**src/design/csi_pkg.sv**
```systemverilog
package csi_pkg;

    // register byte offsets on the bus
    localparam logic [7:0] OFF_CTRL1 = 8'h00;
    localparam logic [7:0] OFF_CTRL2 = 8'h04;
    localparam logic [7:0] OFF_CTRL3 = 8'h08;
    localparam logic [7:0] OFF_STAT = 8'h0c;
    localparam logic [7:0] OFF_TXSLOT = 8'h10;
    localparam logic [7:0] OFF_RXSLOT = 8'h14;
    localparam logic [3:0] AREA_TXBUF = 4'h2;
    localparam logic [3:0] AREA_RXBUF = 4'h3;

    // interface_control_one field positions
    localparam int C1_EN = 15;
    localparam int C1_CLKDIR = 10;
    localparam int C1_EDGE = 9;
    localparam int C1_FSDIR = 8;
    localparam int C1_UNFM = 7;
    localparam int C1_IDLE = 6;

    // second control register field positions
    localparam int C2_BLEN_LO = 10;
    localparam int C2_FRAME_LO = 5;
    localparam int C2_WS_LO = 0;

    // status field positions
    localparam int ST_SLOT_LO = 8;
    localparam int ST_ROV = 3;
    localparam int ST_RFUL = 2;
    localparam int ST_TUNF = 1;
    localparam int ST_TMPTY = 0;

    // writable bits and values after reset
    localparam logic [15:0] CTRL1_MASK = 16'h87c3;
    localparam logic [15:0] CTRL2_MASK = 16'h0def;
    localparam logic [15:0] CTRL3_MASK = 16'h0fff;
    localparam logic [15:0] CTRL_RST = 16'h0000;
    localparam logic [15:0] SLOT_RST = 16'h0000;
    localparam logic [15:0] WORD_RST = 16'h0000;

    // framing counts
    localparam int WORD_BITS = 16;
    localparam int BUF_WORDS = 4;
    localparam logic [4:0] AC_LAST_BIT = 5'h0f;
    localparam logic [4:0] AC20_LAST_BIT = 5'h13;
    localparam logic [4:0] AC_TAG_LAST = 5'h0e;
    localparam logic [3:0] AC_LAST_SLOT = 4'hc;
    localparam int RXQ_DEPTH = 2;

    // frame_sync_mode_select encodings
    typedef enum logic [1:0] {
        FS_MULTI = 2'b00,
        FS_I2S = 2'b01,
        FS_AC16 = 2'b10,
        FS_AC20 = 2'b11
    } fs_mode_e;

endpackage

```
**src/design/csi_rx_queue.sv**
```systemverilog
`timescale 1ns/1ps
module csi_rx_queue
    import csi_pkg::*;
#(
    parameter int WIDTH = 18,
    parameter int DEPTH = RXQ_DEPTH
) (
    input wire logic clk,
    input wire logic rstn,
    input wire logic flush,
    input wire logic in_valid,
    output logic in_ready,
    input wire logic [WIDTH-1:0] in_data,
    output logic out_valid,
    input wire logic out_ready,
    output logic [WIDTH-1:0] out_data
);
    localparam int PW = (DEPTH > 1) ? $clog2(DEPTH) : 1;

    logic [WIDTH-1:0] mem [DEPTH]; // word storage
    logic [PW-1:0] wp; // write index
    logic [PW-1:0] rp; // read index
    logic [PW:0] cnt; // words held
    wire push = in_valid && in_ready;
    wire pop = out_valid && out_ready;

    assign in_ready = (cnt != (PW+1)'(DEPTH));
    assign out_valid = (cnt != '0);
    assign out_data = mem[rp];

    // storage, no reset needed
    always_ff @(posedge clk) begin
        if (push) begin
            mem[wp] <= in_data;
        end
    end

    // pointers and fill count
    always_ff @(posedge clk) begin
        if (!rstn || flush) begin
            wp <= '0;
            rp <= '0;
            cnt <= '0;
        end else begin
            if (push) begin
                wp <= (wp == PW'(DEPTH - 1)) ? '0 : PW'(wp + 1'b1);
            end
            if (pop) begin
                rp <= (rp == PW'(DEPTH - 1)) ? '0 : PW'(rp + 1'b1);
            end
            cnt <= (PW+1)'(cnt + {{PW{1'b0}}, push} - {{PW{1'b0}}, pop});
        end
    end
endmodule

```
**src/design/converter_serial_interface.sv**
```systemverilog
// The register addresses and the AHB-Lite register port were decided locally.
`timescale 1ns/1ps
// Function
// - word length programmable up to 16 bits
// - up to 16 slots, frame at most 256 bits
// - four samples buffered each direction
// - multi-channel, inter-IC sound and AC-link framing
// - enabled block owns three pin directions: bit clock, data out, frame sync
// - clock direction selects bit clock out or in
// - data out is output only when enabled
// - idle slots float or drive low data out
// - data in is input only, never driven
// - frame sync aligns both data pins, direction selectable
// - shadow copies keep bus and shifter apart
// - buffer words are left-justified
// - short received words zero-filled in low bits
// - 16-bit shift register, msb first
// - idle mode one floats, zero drives zeros
// - two-bit field selects the framing mode
// - edge select picks change and sample edges
module converter_serial_interface
    import csi_pkg::*;
(
    input wire logic clk,
    input wire logic rstn,
    input wire logic hsel,
    input wire logic [31:0] haddr,
    input wire logic [1:0] htrans,
    input wire logic hwrite,
    input wire logic [2:0] hsize,
    input wire logic [31:0] hwdata,
    input wire logic hready,
    output logic hreadyout,
    output logic hresp,
    output logic [31:0] hrdata,
    input wire logic clock_pin_in,
    output logic clock_pin_out,
    output logic clock_pin_oe,
    output logic serial_out_pin,
    output logic serial_out_oe,
    input wire logic serial_in_pin,
    input wire logic frame_sync_pin_in,
    output logic frame_sync_pin_out,
    output logic frame_sync_pin_oe
);
    // control and status storage
    logic [15:0] ctrl1; // interface_control_one
    logic [15:0] ctrl2; // buffer length, frame length, word size
    logic [15:0] ctrl3; // bit clock divider
    logic [15:0] tx_slot_en; // transmit slot enables
    logic [15:0] rx_slot_en; // receive slot enables
    logic [15:0] tx_buf [BUF_WORDS]; // software transmit words
    logic [15:0] rx_buf [BUF_WORDS]; // software receive words
    logic [15:0] tx_shadow [BUF_WORDS]; // words the shifter reads
    logic [15:0] rx_shadow [BUF_WORDS]; // words the shifter fills
    logic rov, rful, tunf, tmpty; // status flags

    // control fields
    wire en = ctrl1[C1_EN];
    wire clk_in_mode = ctrl1[C1_CLKDIR];
    wire edge_sel = ctrl1[C1_EDGE];
    wire fs_in_mode = ctrl1[C1_FSDIR];
    wire unfm = ctrl1[C1_UNFM];
    wire idle_float = ctrl1[C1_IDLE];
    wire fs_mode_e mode = fs_mode_e'(ctrl1[1:0]);
    wire [1:0] blen = ctrl2[C2_BLEN_LO +: 2];
    wire [3:0] frame_last = ctrl2[C2_FRAME_LO +: 4];
    wire [3:0] ws = ctrl2[C2_WS_LO +: 4];
    wire ac = mode[1];

    // bus phase registers
    logic wr_pend, rd_pend;
    logic [7:0] wr_addr, rd_addr;

    // link state
    logic [2:0] sync1, sync2; // pin synchronisers
    logic [11:0] div_cnt; // bit clock divider count
    logic sck_gen; // generated bit clock
    logic sck_prev; // last seen bit clock level
    logic fs_prev; // frame sync at last sample edge
    logic start_pend; // frame start seen, apply at change edge
    logic [4:0] bit_cnt; // bit within slot
    logic [3:0] slot; // current slot
    logic [1:0] idx; // shared buffer index
    logic [15:0] tx_sh, rx_sh; // serial shift registers
    logic fs_out_q; // driven frame sync level

    // buffer area test, used for both directions
    function automatic logic in_area(input logic [7:0] a, input logic [3:0] area);
        return a[7:4] == area;
    endfunction

    // last bit index of a slot for the current framing
    function automatic logic [4:0] last_bit_of(input logic [3:0] s);
        if (mode == FS_AC20 && s != 4'h0) begin
            return AC20_LAST_BIT;
        end else if (ac) begin
            return AC_LAST_BIT;
        end
        return {1'b0, ws};
    endfunction

    // bus address phase decode
    wire addr_ph = hsel && htrans[1] && hready;
    wire rx_read = rd_pend && in_area(rd_addr, AREA_RXBUF);
    wire tx_write = wr_pend && in_area(wr_addr, AREA_TXBUF);
    wire stat_write = wr_pend && (wr_addr == OFF_STAT);

    // link edges; pin inputs are only read after two flops
    wire sck_lvl = clk_in_mode ? sync2[0] : sck_gen;
    wire rise = sck_lvl && !sck_prev;
    wire fall = !sck_lvl && sck_prev;
    wire sample_edge = en && (edge_sel ? rise : fall);
    wire change_edge = en && (edge_sel ? fall : rise);
    wire din = sync2[1];
    wire fs_lvl = fs_in_mode ? sync2[2] : fs_out_q;
    wire fs_seen = (mode == FS_I2S) ? (fs_prev && !fs_lvl) : (!fs_prev && fs_lvl);

    // position bookkeeping
    wire [3:0] last_slot = ac ? AC_LAST_SLOT : frame_last;
    wire end_slot = (bit_cnt == last_bit_of(slot));
    wire end_frame = end_slot && (slot == last_slot);
    wire [4:0] nbit = (start_pend || end_slot) ? 5'h00 : 5'(bit_cnt + 1'b1);
    wire [3:0] nslot = (start_pend || end_frame) ? 4'h0 : (end_slot ? 4'(slot + 1'b1) : slot);
    wire n_end_slot = (nbit == last_bit_of(nslot));
    wire n_end_frame = n_end_slot && (nslot == last_slot);

    // transmit path
    wire tx_active = tx_slot_en[nslot] && !nbit[4];
    wire [15:0] next_tx_sh = (nbit == 5'h00) ? tx_shadow[idx] : {tx_sh[14:0], 1'b0};

    // receive path; bits past 16 in wide slots are dropped
    wire [15:0] next_rx_sh = bit_cnt[4] ? rx_sh : {rx_sh[14:0], din};
    wire [3:0] rx_msb = ac ? 4'hf : ws;
    wire [15:0] rx_word = next_rx_sh << (4'hf - rx_msb);
    wire slot_done = sample_edge && end_slot;
    wire buf_step = slot_done && (tx_slot_en[slot] || rx_slot_en[slot]);
    wire buf_wrap = buf_step && (idx == blen);

    // frame sync to drive for the next bit
    logic next_fs;
    always_comb begin
        unique case (mode)
            FS_MULTI: next_fs = n_end_frame;
            FS_I2S: next_fs = nslot[0] ^ n_end_slot;
            default: next_fs = n_end_frame || (nslot == 4'h0 && nbit <= AC_TAG_LAST);
        endcase
    end

    // receive queue between shifter and receive shadow
    logic q_in_ready, q_out_valid;
    logic [17:0] q_out;
    wire q_push = slot_done && rx_slot_en[slot];
    wire q_pop = q_out_valid && !rx_read; // stall while software reads receive words
    wire [1:0] d_idx = q_out[17:16];
    wire d_last = q_pop && (d_idx == blen);

    csi_rx_queue #(.WIDTH(18), .DEPTH(RXQ_DEPTH)) u_rxq (
        .clk(clk),
        .rstn(rstn),
        .flush(!en),
        .in_valid(q_push),
        .in_ready(q_in_ready),
        .in_data({idx, rx_word}),
        .out_valid(q_out_valid),
        .out_ready(!rx_read),
        .out_data(q_out)
    );

    // register read selection
    logic [15:0] rd_val;
    always_comb begin
        rd_val = 16'h0000;
        if (in_area(rd_addr, AREA_TXBUF)) begin
            rd_val = tx_buf[rd_addr[3:2]];
        end else if (in_area(rd_addr, AREA_RXBUF)) begin
            rd_val = rx_buf[rd_addr[3:2]];
        end else begin
            case (rd_addr)
                OFF_CTRL1: rd_val = ctrl1;
                OFF_CTRL2: rd_val = ctrl2;
                OFF_CTRL3: rd_val = ctrl3;
                OFF_STAT: rd_val = {4'h0, slot, 4'h0, rov, rful, tunf, tmpty};
                OFF_TXSLOT: rd_val = tx_slot_en;
                OFF_RXSLOT: rd_val = rx_slot_en;
                default: rd_val = 16'h0000;
            endcase
        end
    end

    // bus phases: writes land the cycle after the address, reads wait one cycle
    always_ff @(posedge clk) begin
        if (!rstn) begin
            wr_pend <= 1'b0;
            rd_pend <= 1'b0;
            wr_addr <= 8'h00;
            rd_addr <= 8'h00;
            hreadyout <= 1'b1;
            hresp <= 1'b0;
            hrdata <= 32'h0000_0000;
        end else begin
            wr_pend <= addr_ph && hwrite;
            rd_pend <= addr_ph && !hwrite;
            wr_addr <= addr_ph ? haddr[7:0] : wr_addr;
            rd_addr <= (addr_ph && !hwrite) ? haddr[7:0] : rd_addr;
            hreadyout <= !(addr_ph && !hwrite);
            hrdata <= rd_pend ? {16'h0000, rd_val} : hrdata;
        end
    end

    // control registers written by software
    always_ff @(posedge clk) begin
        if (!rstn) begin
            ctrl1 <= CTRL_RST;
            ctrl2 <= CTRL_RST;
            ctrl3 <= CTRL_RST;
            tx_slot_en <= SLOT_RST;
            rx_slot_en <= SLOT_RST;
        end else if (wr_pend) begin
            if (wr_addr == OFF_CTRL1) ctrl1 <= hwdata[15:0] & CTRL1_MASK;
            if (wr_addr == OFF_CTRL2) ctrl2 <= hwdata[15:0] & CTRL2_MASK;
            if (wr_addr == OFF_CTRL3) ctrl3 <= hwdata[15:0] & CTRL3_MASK;
            if (wr_addr == OFF_TXSLOT) tx_slot_en <= hwdata[15:0];
            if (wr_addr == OFF_RXSLOT) rx_slot_en <= hwdata[15:0];
        end
    end

    // buffer words and their shadows, one per index
    generate
        for (genvar i = 0; i < BUF_WORDS; i++) begin : g_buf
            always_ff @(posedge clk) begin
                if (!rstn) begin
                    tx_buf[i] <= WORD_RST;
                    tx_shadow[i] <= WORD_RST;
                    rx_shadow[i] <= WORD_RST;
                    rx_buf[i] <= WORD_RST;
                end else begin
                    if (tx_write && wr_addr[3:2] == 2'(i)) tx_buf[i] <= hwdata[15:0];
                    // underflow repeats last words or sends zeros
                    if (buf_wrap) tx_shadow[i] <= (tmpty && !unfm) ? WORD_RST : tx_buf[i];
                    if (q_pop && d_idx == 2'(i)) rx_shadow[i] <= q_out[15:0];
                    if (d_last) rx_buf[i] <= (d_idx == 2'(i)) ? q_out[15:0] : rx_shadow[i];
                end
            end
        end
    endgenerate

    // status flags; a hardware set wins over a software clear
    always_ff @(posedge clk) begin
        if (!rstn) begin
            rov <= 1'b0;
            rful <= 1'b0;
            tunf <= 1'b0;
            tmpty <= 1'b0;
        end else begin
            rov <= (q_push && !q_in_ready) || (d_last && rful) || (rov && !(stat_write && hwdata[ST_ROV]));
            rful <= d_last || (rful && !rx_read);
            tunf <= (buf_wrap && tmpty) || (tunf && !(stat_write && hwdata[ST_TUNF]));
            tmpty <= buf_wrap || (tmpty && !tx_write);
        end
    end

    // pin synchronisers: frame sync, data in, bit clock
    always_ff @(posedge clk) begin
        if (!rstn) begin
            sync1 <= 3'h0;
            sync2 <= 3'h0;
        end else begin
            sync1 <= {frame_sync_pin_in, serial_in_pin, clock_pin_in};
            sync2 <= sync1;
        end
    end

    // bit clock generation, divider cleared while disabled or while the bit clock is an input
    always_ff @(posedge clk) begin
        if (!rstn || !en || clk_in_mode) begin
            div_cnt <= 12'h000;
            sck_gen <= 1'b0;
        end else if (div_cnt == ctrl3[11:0]) begin
            div_cnt <= 12'h000;
            sck_gen <= !sck_gen;
        end else begin
            div_cnt <= 12'(div_cnt + 1'b1);
        end
    end

    // frame position counters
    always_ff @(posedge clk) begin
        if (!rstn || !en) begin
            sck_prev <= 1'b0;
            fs_prev <= 1'b0;
            start_pend <= 1'b0;
            bit_cnt <= 5'h00;
            slot <= 4'h0;
            idx <= 2'h0;
        end else begin
            sck_prev <= sck_lvl;
            if (sample_edge) fs_prev <= fs_lvl;
            // a received frame sync restarts the frame at the next bit
            if (sample_edge && fs_in_mode && fs_seen) start_pend <= 1'b1;
            else if (change_edge) start_pend <= 1'b0;
            if (change_edge) begin
                bit_cnt <= nbit;
                slot <= nslot;
            end
            if (buf_step) idx <= buf_wrap ? 2'h0 : 2'(idx + 1'b1);
        end
    end

    // shift registers, receive on sample edge, transmit on change edge
    always_ff @(posedge clk) begin
        if (!rstn || !en) begin
            tx_sh <= 16'h0000;
            rx_sh <= 16'h0000;
        end else begin
            if (sample_edge) rx_sh <= next_rx_sh;
            if (change_edge) tx_sh <= next_tx_sh;
        end
    end

    // pin drivers; everything released while disabled
    always_ff @(posedge clk) begin
        if (!rstn || !en) begin
            clock_pin_out <= 1'b0;
            clock_pin_oe <= 1'b0;
            serial_out_pin <= 1'b0;
            serial_out_oe <= 1'b0;
            frame_sync_pin_out <= 1'b0;
            frame_sync_pin_oe <= 1'b0;
            fs_out_q <= 1'b0;
        end else begin
            clock_pin_out <= sck_gen;
            clock_pin_oe <= !clk_in_mode;
            frame_sync_pin_oe <= !fs_in_mode;
            if (change_edge) begin
                fs_out_q <= next_fs;
                frame_sync_pin_out <= next_fs;
                serial_out_pin <= tx_active && next_tx_sh[15];
                serial_out_oe <= tx_active || !idle_float;
            end
        end
    end
endmodule

```
**config.mk**
```make
export PLATFORM = sky130hd
export DESIGN_NAME = converter_serial_interface
export DESIGN_NICKNAME = d
export VERILOG_FILES = /design/src/design/csi_pkg.sv /design/src/design/csi_rx_queue.sv /design/src/design/converter_serial_interface.sv
export SDC_FILE = /design/constraint.sdc
export NUM_CORES = 1
export LEC_CHECK = 0
export ABC_AREA = 1
export BUFFER_PORTS_ARGS = -buffer_cell sky130_fd_sc_hd__buf_4
export CAP_MARGIN = 20
export CORE_ASPECT_RATIO = 0.9
export CORE_MARGIN = 2
export CORE_UTILIZATION = 45
export DETAILED_ROUTE_END_ITERATION = 12
export GPL_TIMING_DRIVEN = 0
export PLACE_DENSITY_LB_ADDON = 0.08
export SYNTH_ARGS = -nofsm -noshare
export SYNTH_HDL_FRONTEND = slang
export SYNTH_SLANG_ARGS = --single-unit
```
**constraint.sdc**
```tcl
create_clock -name clk -period 4.45 [get_ports clk]
set_input_delay 0.89 -clock clk [delete_from_list [all_inputs] [get_ports clk]]
set_output_delay 0.89 -clock clk [all_outputs]
set_load 0.03 [all_outputs]
```
==> results.toml, run 1 <==
[drt]
num_vias = 18000
wirelength_um = 71000
dr.pass1.iters = 6
detail-route-antenna-nets = 0
vias_per_cell = 5.51
post_drt_wl_per_cell_um = 21.8
drt-initial-drc-count = 1881
remaining_drc_errors = 0

[final_layout]
stdcell_count = 3260
seqCellArea_mm2 = 0.0124
diodes = 0
area.growth.synth_to_final_pct = 13.9
final_nets = 2678
nFillCells = 4586
layout_commonest_cell = "nor2_1"
design_area_mm2 = 0.0249
final_cell_mix = "373 x nor2_1, 334 x nand2_1, 292 x edfxtp_1, 271 x o21ai_0, 259 x a21oi_1"
drive_gt1_share_pct = 11.2
multi_input_area_mm2 = 0.00801

[sta]
hold_viol = 0
period_needed_ns = 3.96
holdWs_ns = 0.411
clock.fmax_ghz = 0.252
finalCritPeriodShare_pct = 89.1
setup_viol = 0
fin_setup_tns_ns = 0
tightest_slew_ns = 0.984
drv_slew = 0
finClkSkew_ns = 0.0184
max-slew-margin-rel_pct = 34.4
rsz0062_at_grt = "false"

[global_route]
grt_pass1_vias = 16900
grt_max_degree = 65
grt_use_total_pct = 28.0
grt_pass1_wl_um = 105000
antenna_found_initial = 3
overflow = 0

[die]
core_mm2 = 0.0479
start_util_pct = 45.6
die_w_um = 236
fp.dieH_um = 213
design.die.area_mm2 = 0.0504
std_cell_rows = 76
num_io_pins = 117

[synth]
ys_seq_elements = 472
syn_inst = 2467
synth.distinct_cells = 56
avgSynthCellArea_um2 = 8.86
ys.warnings.count = 0
synth_seq_area_share_pct = 56.6
synth_area_mm2 = 0.0219
synth_flop_cell = "edfxtp_1"
async_reset_ff_share_pct = 0
synth_edf_count = 292

[critical_path]
critPathSlowestCell = "nor3_4"
crit_fanout = 10
path_class = "flip-flop to flip-flop"
max_stage_delay_ns = 0.46
cp_top_family = "simple AND/OR/NAND/NOR gates"
crit_chain = "clkbuf_2 > inv_1 > buf_2 > ha_1 > nand2_1 > nand2_2 > nand2_1 > nand2_1 > nand2_1 > nand3_2 > nand2_2 > nor2_1 > inv_2 > nand3_1 > nor3_4 > o221ai_1 > o21ai_1 > nor2_1 > nor2_1 > nor2_1"
path_buf_inv = 4
worstPathRequired_ns = 4.92
worstSetupEndpointType = "flip-flop"
critPathLaunchType = "flip-flop"
worst_ep_arrival_time_ns = 4.43

[placement]
port_buffers = 54
dp_hpwl_um = 54000
dpl-instance-area_mm2 = 0.0232
dp.cells = 3168
routabilityCongestion = 1.01

[status]
status = "completed"

[clock_tree]
clk_pin_slew_worst_paths_ns = 0.07
cts_resized = 0
cts_hold_buf = 0
post_cts_buffers = 0
clock_latency_ns = 0.59
cts-root-buf = "clkbuf_16"
numCtsBuffers = 49
cts_buffer_depth = 3
cts_tree = "built"
cts.htree.levels = 2
cts.sinks = 472

[pwr]
vdd.ir_drop.worst_mv = 0.283
leakagePower_nw = 9.56
powerDensity_mw_per_mm2 = 382
power_w = 0.00951

[job]
drv_cap = 0

[worst_hold_path]
hp-class = "flip-flop to flip-flop"
## power breakdown
part / internal [W] / switching (W)
sequential: 0.00472 / 0.0000348
combinational: 0.000108 / 0.000303
clock: 0.00258 / 0.00177
## Yosys cell counts, types with 3 or more instances
| cell type | count | area share (%) |
|---|---|---|
| a211oi_1 | 20 | 0.69 |
| edfxtp_1 | 292 | 40 |
| o2111ai_1 | 4 | 0.16 |
| mux2i_1 | 19 | 0.87 |
| a31oi_1 | 5 | 0.14 |
| nand2_1 | 335 | 5.8 |
| nor3b_1 | 5 | 0.17 |
| o21ai_1 | 3 | 0.069 |
| or2_2 | 71 | 2.0 |
| buf_6 | 3 | 0.15 |
| nand2_2 | 13 | 0.37 |
| buf_4 | 20 | 0.69 |
| o211ai_1 | 25 | 0.86 |
| nor2_4 | 5 | 0.26 |
| nor4_1 | 3 | 0.086 |
| clkinv_1 | 11 | 0.19 |
| nor3_2 | 3 | 0.14 |
| inv_2 | 9 | 0.15 |
| o221ai_1 | 20 | 0.80 |
| o21ai_0 | 275 | 6.3 |
| nand3_1 | 65 | 1.5 |
| a2111oi_0 | 3 | 0.12 |
| nor2_1 | 375 | 6.4 |
| dfxtp_1 | 180 | 16 |
| clkbuf_1 | 104 | 1.8 |
| a21oi_1 | 259 | 5.9 |
| buf_1 | 8 | 0.14 |
| inv_1 | 215 | 3.7 |
| nor3_1 | 15 | 0.34 |
| nor2_2 | 4 | 0.11 |
| o22ai_1 | 20 | 0.57 |
| ha_1 | 6 | 0.34 |
| buf_2 | 14 | 0.32 |
| nand4_1 | 11 | 0.31 |
| xor2_1 | 19 | 0.76 |
## worst paths after layout
path | from | endpoint | slack [ns] | cells past startpoint
max | slot[0] | serial_out_pin | 0.49 | 20
min | sync1[1] | sync2[1] | 0.41 | 2
max reg2reg | slot[0] | serial_out_pin | 0.49 | 20
min reg2reg | sync1[1] | sync2[1] | 0.41 | 2
## per-stage QoR
step           setup slack (ns)  utilization (%)
6_report                  0.485             52.0
5_1_grt                   0.197             52.0
4_1_cts                   0.286             52.0
3_5_place_dp              0.293             48.4
3_3_place_gp             -0.690             48.2
2_1_floorplan             0.921                -
## logic make-up after synthesis
family / count (synthesis) / share of synthesized area, %
AO/OA/AOI/OAI: 652 / 16.4
XOR/XNOR: 21 / 0.841
adder cells (fa/ha/maj): 6 / 0.343
buffers and inverters: 385 / 7.14
flip-flops: 472 / 56.6
multiplexers: 19 / 0.870
other: 1 / 0.0172
AND/OR/NAND/NOR: 911 / 17.8
## sequential cells by signal, indices dropped and copies added, names as in the netlist, 3 cells and up, named ones only
name and flops:
bit_cnt 5, ctrl1 8, ctrl2 10, ctrl3 12, div_cnt 12, hrdata 16, rd_addr 8, rx_buf 64
rx_sh 16, rx_shadow 64, rx_slot_en 16, slot 4, sync1 3, sync2 3, tx_buf 64, tx_sh 15
tx_shadow 64, tx_slot_en 16, u_rxq.mem 36, wr_addr 8
## worst min-delay path: stages (launching register included)
cell and delay [ns]:
dfxtp_1 0.30, nand2_1 0.04, inv_1 0.04
## cell type report
cell class	count	share of cell area [%]
flip-flops and latches	472	49.7
multi-input cells	1626	32.1
clock buffers	71	5.72
inverters	235	3.54
well taps	624	3.13
plain buffers	150	2.73
repair buffers	61	1.95
clock inverters	21	1.11
## layer usage
metal  track usage [%]  up-vias  wire length [um]
met5                 0        -                22
met4              10.8        4              2550
met3              4.37      126              5560
met2              44.3      702             31600
met1              39.0     8522             31200
li1                  -     8607                 -
Note: power is estimated with default switching activity, not from simulation.
==> run 2: changes to the inputs <==
--- a/config.mk
+++ b/config.mk
@@ -12,8 +12,11 @@
 export CORE_MARGIN = 2
 export CORE_UTILIZATION = 45
 export DETAILED_ROUTE_END_ITERATION = 12
+export GPL_ROUTABILITY_DRIVEN = 0
 export GPL_TIMING_DRIVEN = 0
 export PLACE_DENSITY_LB_ADDON = 0.08
 export SYNTH_ARGS = -nofsm -noshare
 export SYNTH_HDL_FRONTEND = slang
+export SYNTH_HIERARCHICAL = 1
 export SYNTH_SLANG_ARGS = --single-unit
+export TNS_END_PERCENT = 10
==> run 2 against run 1 <==
Against the previous run: critical path depth down 1; synthesized cell count grew 0.16%; sequential share of layout area hardly changed; design area is essentially flat; first-iteration DRC count rose by 22%; maximum frequency shrank 5.5%; worst setup slack worse by 0.23 ns; clock power up 1%; register-to-register slack got worse by 0.23 ns; routed wire length down 2.4%; worst hold slack better by 0.0044 ns; final cell count up 0.12%; critical path type unchanged; largest cell class unchanged.
==> results.toml, run 2 <==
[sta]
rsz0062_at_grt = "false"
clock.fmax_ghz = 0.238
max-slew-margin-rel_pct = 35.6
finalCritPeriodShare_pct = 94.2
holdWs_ns = 0.416
fin_setup_tns_ns = 0
hold_viol = 0
setup_viol = 0
period_needed_ns = 4.19
tightest_slew_ns = 0.958
finClkSkew_ns = 0.0312
drv_slew = 0

[final_layout]
final_cell_mix = "374 x nand2_1, 358 x nor2_1, 292 x o21ai_0, 292 x edfxtp_1, 273 x a21oi_1"
layout_commonest_cell = "nand2_1"
drive_gt1_share_pct = 8.67
stdcell_count = 3264
area.growth.synth_to_final_pct = 14.1
diodes = 0
final_nets = 2682

[synth]
synth_seq_area_share_pct = 56.7
synth_area_mm2 = 0.0218
yosys.area.top_type_share_pct = 40.2
synth.distinct_cells = 52
ys.warnings.count = 6
avgSynthCellArea_um2 = 8.83
synth_most_common_cell = "nand2_1"
synthTopCellsByArea = "edfxtp_1 40%, dfxtp_1 17%, o21ai_0 6.8%"
ys_seq_elements = 472
synth_edf_count = 292
async_reset_ff_share_pct = 0
synth_flop_cell = "edfxtp_1"
synth_common_cells = "375 x nand2_1, 359 x nor2_1, 295 x o21ai_0"
yosysTopAreaCell = "edfxtp_1"
syn_inst = 2471

[critical_path]
worstSetupEndpointType = "flip-flop"
path_class = "flip-flop to flip-flop"
worstPathRequired_ns = 4.89
r2r_start = "slot[0]"
critPathSlowestCell = "nor3_2"
max_stage_delay_ns = 0.57
r2r_end = "tx_sh[3]"
crit_top_cell = "nand2_1"
cp_top_family = "simple AND/OR/NAND/NOR gates"
path_buf_inv = 5
rrSetupSlack_ns = 0.26
worst_ep_arrival_time_ns = 4.64
critPathLaunchType = "flip-flop"
crit_fanout = 10
reg2regPathDepth = 19
crit_chain = "buf_2 > inv_1 > buf_2 > ha_1 > nand2_1 > nand2_1 > nand2_1 > nand2_1 > nor2_4 > nand3_4 > nand2_4 > nor2_1 > inv_2 > nand3_1 > nor3_2 > buf_2 > o221ai_1 > o211ai_1 > a21oi_1"

[placement]
dp_hpwl_um = 52000
port_buffers = 55
dp.cells = 3170

[pwr]
leakagePower_nw = 9.70
clockPowerShare_pct = 46.1
p_comb_share_pct = 4.2
powerDensity_mw_per_mm2 = 384
switching_power_w = 0.00211
internal_power_w = 0.00746
power.share.sequential_pct = 49.7
vdd.ir_drop.worst_mv = 0.270
swShare_pct = 22.0

[global_route]
grt_pass1_vias = 17400
antenna_found_initial = 0
grt_use_total_pct = 27.5
grt_pass1_wl_um = 104000
overflow = 0
grt_max_degree = 65

[die]
fp.dieH_um = 213
core_mm2 = 0.0478
die_w_um = 236
design.die.area_mm2 = 0.0503
std_cell_rows = 76
num_io_pins = 117
start_util_pct = 45.6

[clock_tree]
cts.sinks = 472
cts_buffer_depth = 3
post_cts_buffers = 0
cts.htree.levels = 2
cts_resized = 0
clock_latency_ns = 0.60
cts-root-buf = "clkbuf_16"
numCtsBuffers = 51
cts_tree = "built"
cts_hold_buf = 0
clk_pin_slew_worst_paths_ns = 0.06

[job]
drv_cap = 0

[worst_hold_path]
hp-start = "sync1[2]"
hp-class = "flip-flop to flip-flop"
hold_depth = 2
min_to = "sync2[2]"

[drt]
drt-initial-drc-count = 2304
dr.pass1.iters = 7
vias_per_cell = 5.61
num_vias = 18300
remaining_drc_errors = 0
wirelength_um = 69300
detail-route-antenna-nets = 0
post_drt_wl_per_cell_um = 21.2

[status]
status = "completed"
==> run 2: cell types whose count changed after synthesis, moves of 10 or more <==
| cell | previous run | this run |
|---|---|---|
| a211oi_1 | 20 | 6 |
| a21oi_1 | 259 | 273 |
| mux2_4 | 0 | 10 |
| mux2i_1 | 19 | 3 |
| nand2_1 | 335 | 375 |
| nand3_1 | 65 | 86 |
| nand4_1 | 11 | 31 |
| nor2_1 | 375 | 359 |
| o21ai_0 | 275 | 295 |
| or2_2 | 71 | 2 |
==> run 2: how the worst max path moves through the flow <==
stage               startpoint         endpoint  slack, ns  cells past startpoint
floorplan              slot[0]  tx_shadow[0][0]       0.69                     14
global placement          rstn  tx_shadow[3][3]      -1.04                      5
detailed placement        rstn    tx_buf[3][10]       0.18                      5
CTS                    slot[0]         tx_sh[1]       0.34                     19
global route           slot[0]         tx_sh[1]       0.08                     19
finish                 slot[0]         tx_sh[3]       0.26                     19
==> run 2: cell families (layout without fill, tap and decap cells) <==
| kind of cell | Yosys count | count (layout) | share of synthesized area, % |
|---|---|---|---|
| compound gates | 661 | 661 | 16.3 |
| xor+xnor | 21 | 21 | 0.843 |
| fa+ha+maj | 6 | 6 | 0.344 |
| buf+inv | 386 | 539 | 7.16 |
| flops | 472 | 472 | 56.7 |
| mux | 21 | 21 | 1.24 |
| other cells | 1 | 17 | 0.0172 |
| simple gates | 903 | 903 | 17.4 |
==> run 2: metal layers <==
| metal | track usage (%) | vias to the layer above | wire, um |
|---|---|---|---|
| met5 | 0 | - | 0 |
| li1 | - | 8651 | - |
| met1 | 37.0 | 8644 | 29100 |
| met3 | 3.65 | 151 | 5440 |
| met4 | 10.7 | 0 | 2550 |
| met2 | 45.4 | 877 | 32200 |
==> run 2: power by group through the flow <==
stage | clock, W | sequential, W | combinational (W)
after global routing | 0.00462 | 0.00476 | 0.000436
after detailed placement | 0 | 0.00485 | 0.000400
after global placement | 0 | 0.00485 | 0.000392
after CTS | 0.00445 | 0.00475 | 0.000401
final | 0.00441 | 0.00475 | 0.000406
after floorplan | 0 | 0.00483 | 0.000243
==> run 2: final cells by class <==
cell class                 count  area, um^2
multi-input combinational   1629        7960
tap                          624         781
clock buffer                  73        1550
sequential                   472       12400
clock inverter                21         205
fill                        4455       22900
inverter                     239         902
timing repair buffer          59         467
buffer                       147         661
==> run 2: tightest hold or removal path: stages (launching register included) <==
cell	delay, ns
dfxtp_1	0.30
nand2_1	0.05
inv_1	0.04
==> run 2: through the flow <==
step / util [%] / power [W] / area [um^2] / setup slack (ns)
global route: 52.0 / 0.00981 / 24900 / 0.0789
floorplan: - / 0.00508 / 21900 / 0.688
detailed placement: 48.4 / 0.00524 / 23100 / 0.179
CTS: 52.0 / 0.00960 / 24900 / 0.338
global placement: 48.2 / 0.00524 / 23100 / -1.04
finish: 52.0 / 0.00957 / 24900 / 0.257
==> run 3: changes to the inputs <==
--- a/config.mk
+++ b/config.mk
@@ -5,7 +5,6 @@
 export SDC_FILE = /design/constraint.sdc
 export NUM_CORES = 1
 export LEC_CHECK = 0
-export ABC_AREA = 1
 export BUFFER_PORTS_ARGS = -buffer_cell sky130_fd_sc_hd__buf_4
 export CAP_MARGIN = 20
 export CORE_ASPECT_RATIO = 0.9
==> run 3 against run 2 <==
Against the previous run: global-route usage shrank 2.6 points; first-iteration DRC count shrank 48%; sequential power is essentially flat; critical endpoint is now tx_shadow[0][2]; routed wire length shrank 8.2%; register-to-register slack gained 0.095 ns; clock skew shrank 0.013 ns; highest routed layer unchanged; area after synthesis grew 4.0%; design area grew 3.3%.
==> results.toml, run 3 <==
[final_layout]
diodes = 0
stdcell_count = 2852
drive_gt1_share_pct = 13.7
final_nets = 2215
layout_commonest_cell = "edfxtp_1"
area.growth.synth_to_final_pct = 13.3
final_cell_mix = "292 x edfxtp_1, 256 x nand2_1, 208 x and2_1, 180 x dfxtp_1, 140 x mux2i_1"

[critical_path]
crit_fanout = 10
reg2regPathDepth = 13
rrSetupSlack_ns = 0.35
r2r_start = "slot[0]"
path_class = "flip-flop to flip-flop"
r2r_end = "tx_shadow[0][2]"
critPathLaunchType = "flip-flop"
critPathSlowestCell = "or3_1"
worstPathRequired_ns = 4.90
max_stage_delay_ns = 0.57
worstSetupEndpointType = "flip-flop"
worst_ep_arrival_time_ns = 4.55
crit_chain = "buf_2 > inv_1 > ha_1 > or3b_4 > a311oi_4 > a211o_1 > nand2_1 > nor2_1 > o21ai_1 > or3_1 > nor2_2 > clkbuf_2 > and2_1"

[drt]
remaining_drc_errors = 0
vias_per_cell = 5.46
detail-route-antenna-nets = 0
drt-initial-drc-count = 1191
post_drt_wl_per_cell_um = 22.3
dr.pass1.iters = 6
wirelength_um = 63600
num_vias = 15600

[sta]
period_needed_ns = 4.10
clock.fmax_ghz = 0.244
rsz0062_at_grt = "false"
holdWs_ns = 0.433
hold_viol = 0
worst_slack_ns = 0.352
drv_slew = 0
max-slew-margin-rel_pct = 31.2
fin_setup_tns_ns = 0
setup_viol = 0
finalCritPeriodShare_pct = 92.1
finClkSkew_ns = 0.0183
tightest_slew_ns = 1.03

[clock_tree]
clock_latency_ns = 0.59
cts_tree = "built"
cts_hold_buf = 0
cts_resized = 0
post_cts_buffers = 0
cts-root-buf = "clkbuf_16"
cts.htree.levels = 2
cts.sinks = 472
cts_buffer_depth = 3
clk_pin_slew_worst_paths_ns = 0.06
numCtsBuffers = 51

[synth]
synth_top_family_by_area = "simple AND/OR/NAND/NOR gates"
synth_xor_area_share_pct = 1.62
ys.warnings.count = 6
async_reset_ff_share_pct = 0
avgSynthCellArea_um2 = 11.4
synth_edf_count = 292
synth_flop_cell = "edfxtp_1"
synth_common_cells = "292 x edfxtp_1, 257 x nand2_1, 208 x and2_1"
ys_seq_elements = 472
synth_mux_area_share_pct = 13.9
yosysTopAreaCell = "edfxtp_1"
synth_fa_ha_area_share_pct = 0.331
synth_most_common_cell = "edfxtp_1"
synth_area_mm2 = 0.0227
yosys.area.top_type_share_pct = 38.6
synth_seq_area_share_pct = 54.5
synth.distinct_cells = 83
synthTopCellsByArea = "edfxtp_1 39%, dfxtp_1 16%, mux2i_1 6.2%"
syn_inst = 1999
synth_compound_area_share_pct = 9.06
synth-simple-area-share_pct = 17.0

[worst_hold_path]
hold_depth = 1
min_to = "sync2[0]"
hp-class = "flip-flop to flip-flop"
hp-start = "sync1[0]"

[placement]
dp_slack_ns = 0.330
dp_hpwl_um = 46800
port_buffers = 54
dp.cells = 2757

[job]
drv_cap = 0

[global_route]
overflow = 0
grt_max_degree = 65
grt_pass1_vias = 15500
antenna_found_initial = 1
grt_use_total_pct = 24.8
grt_pass1_wl_um = 97200

[pwr]
leakagePower_nw = 9.15
powerDensity_mw_per_mm2 = 349
power_w = 0.00896
vdd.ir_drop.worst_mv = 0.337

[die]
num_io_pins = 117
start_util_pct = 45.3
fp.dieH_um = 217
core_mm2 = 0.0501
std_cell_rows = 78
design.die.area_mm2 = 0.0523
die_w_um = 241

[status]
status = "completed"
## run 3: cell types whose count changed in the layout (fill, tap and decap cells not counted), sizes merged, moves of 25 or more
cell	previous run	this run
nand4	31	6
nor2b	0	59
a21oi	274	103
nand2b	0	36
nand3	87	18
nand2	389	258
mux4	0	61
nor2	368	118
and2	1	209
a21boi	0	49
o21ai	301	35
mux2i	3	140
inv	232	34
## run 3: cells by family (layout without fill, tap and decap cells)
| kind of cell | count (synthesis) | count (layout) |
|---|---|---|
| other | 1 | 17 |
| muxes | 231 | 231 |
| AOI/OAI and AO/OA | 303 | 303 |
| adders and majority gates | 6 | 6 |
| and+or+nand+nor | 760 | 760 |
| xor gates and xnor gates | 42 | 42 |
| DFF | 472 | 472 |
| buffers and inverters | 184 | 341 |
## run 3: layout make-up
type,count,area [um^2]
Timing Repair Buffer,64,544
Clock inverter,25,140
Buffer,152,692
Fill cell,4505,24400
Clock buffer,68,1350
Inverter,32,120
Tap cell,680,851
Sequential cell,472,12400
Multi-Input combinational cell,1359,9640
## run 3: worst max path at each step
stage | start | end | slack (ns) | cells after the start
6_report | slot[0] | tx_shadow[0][2] | 0.35 | 13
3_3_place_gp | slot[0] | tx_shadow[2][12] | -0.77 | 11
4_1_cts | slot[0] | tx_shadow[0][0] | 0.30 | 13
3_5_place_dp | slot[0] | tx_shadow[0][0] | 0.33 | 13
5_1_grt | slot[0] | tx_shadow[0][3] | 0.05 | 13
2_1_floorplan | slot[0] | tx_shadow[0][0] | 0.24 | 11
## run 3: metal layers
layer	routed length, um	track usage, %	up-vias
li1	-	-	7362
met1	28500	34.8	7669
met2	30200	40.6	431
met3	3040	2.79	100
met4	1810	7.67	0
met5	0	0	-
## run 3: power breakdown
group	total, W	switching [W]	internal [W]
logic	0.000330	0.000216	0.000114
registers	0.00476	0.0000353	0.00472
clock network	0.00388	0.00170	0.00218
## run 3: worst max-delay path, delay by kind of cell, from the launching register on
family                     cells  cell delay, ns
buffers and inverters          3            0.77
DFF                            1            0.31
AOI/OAI and AO/OA              3            0.79
adders and majority gates      1            0.17
and+or+nand+nor                6            1.91
## run 3: stage by stage
| step | util, % | cell area [um^2] |
|---|---|---|
| after global placement | 48.0 | 24000 |
| after detailed placement | 48.3 | 24200 |
| final | 51.3 | 25700 |
| after floorplan | - | 22800 |
| after global routing | 51.3 | 25700 |
| after CTS | 51.3 | 25700 |
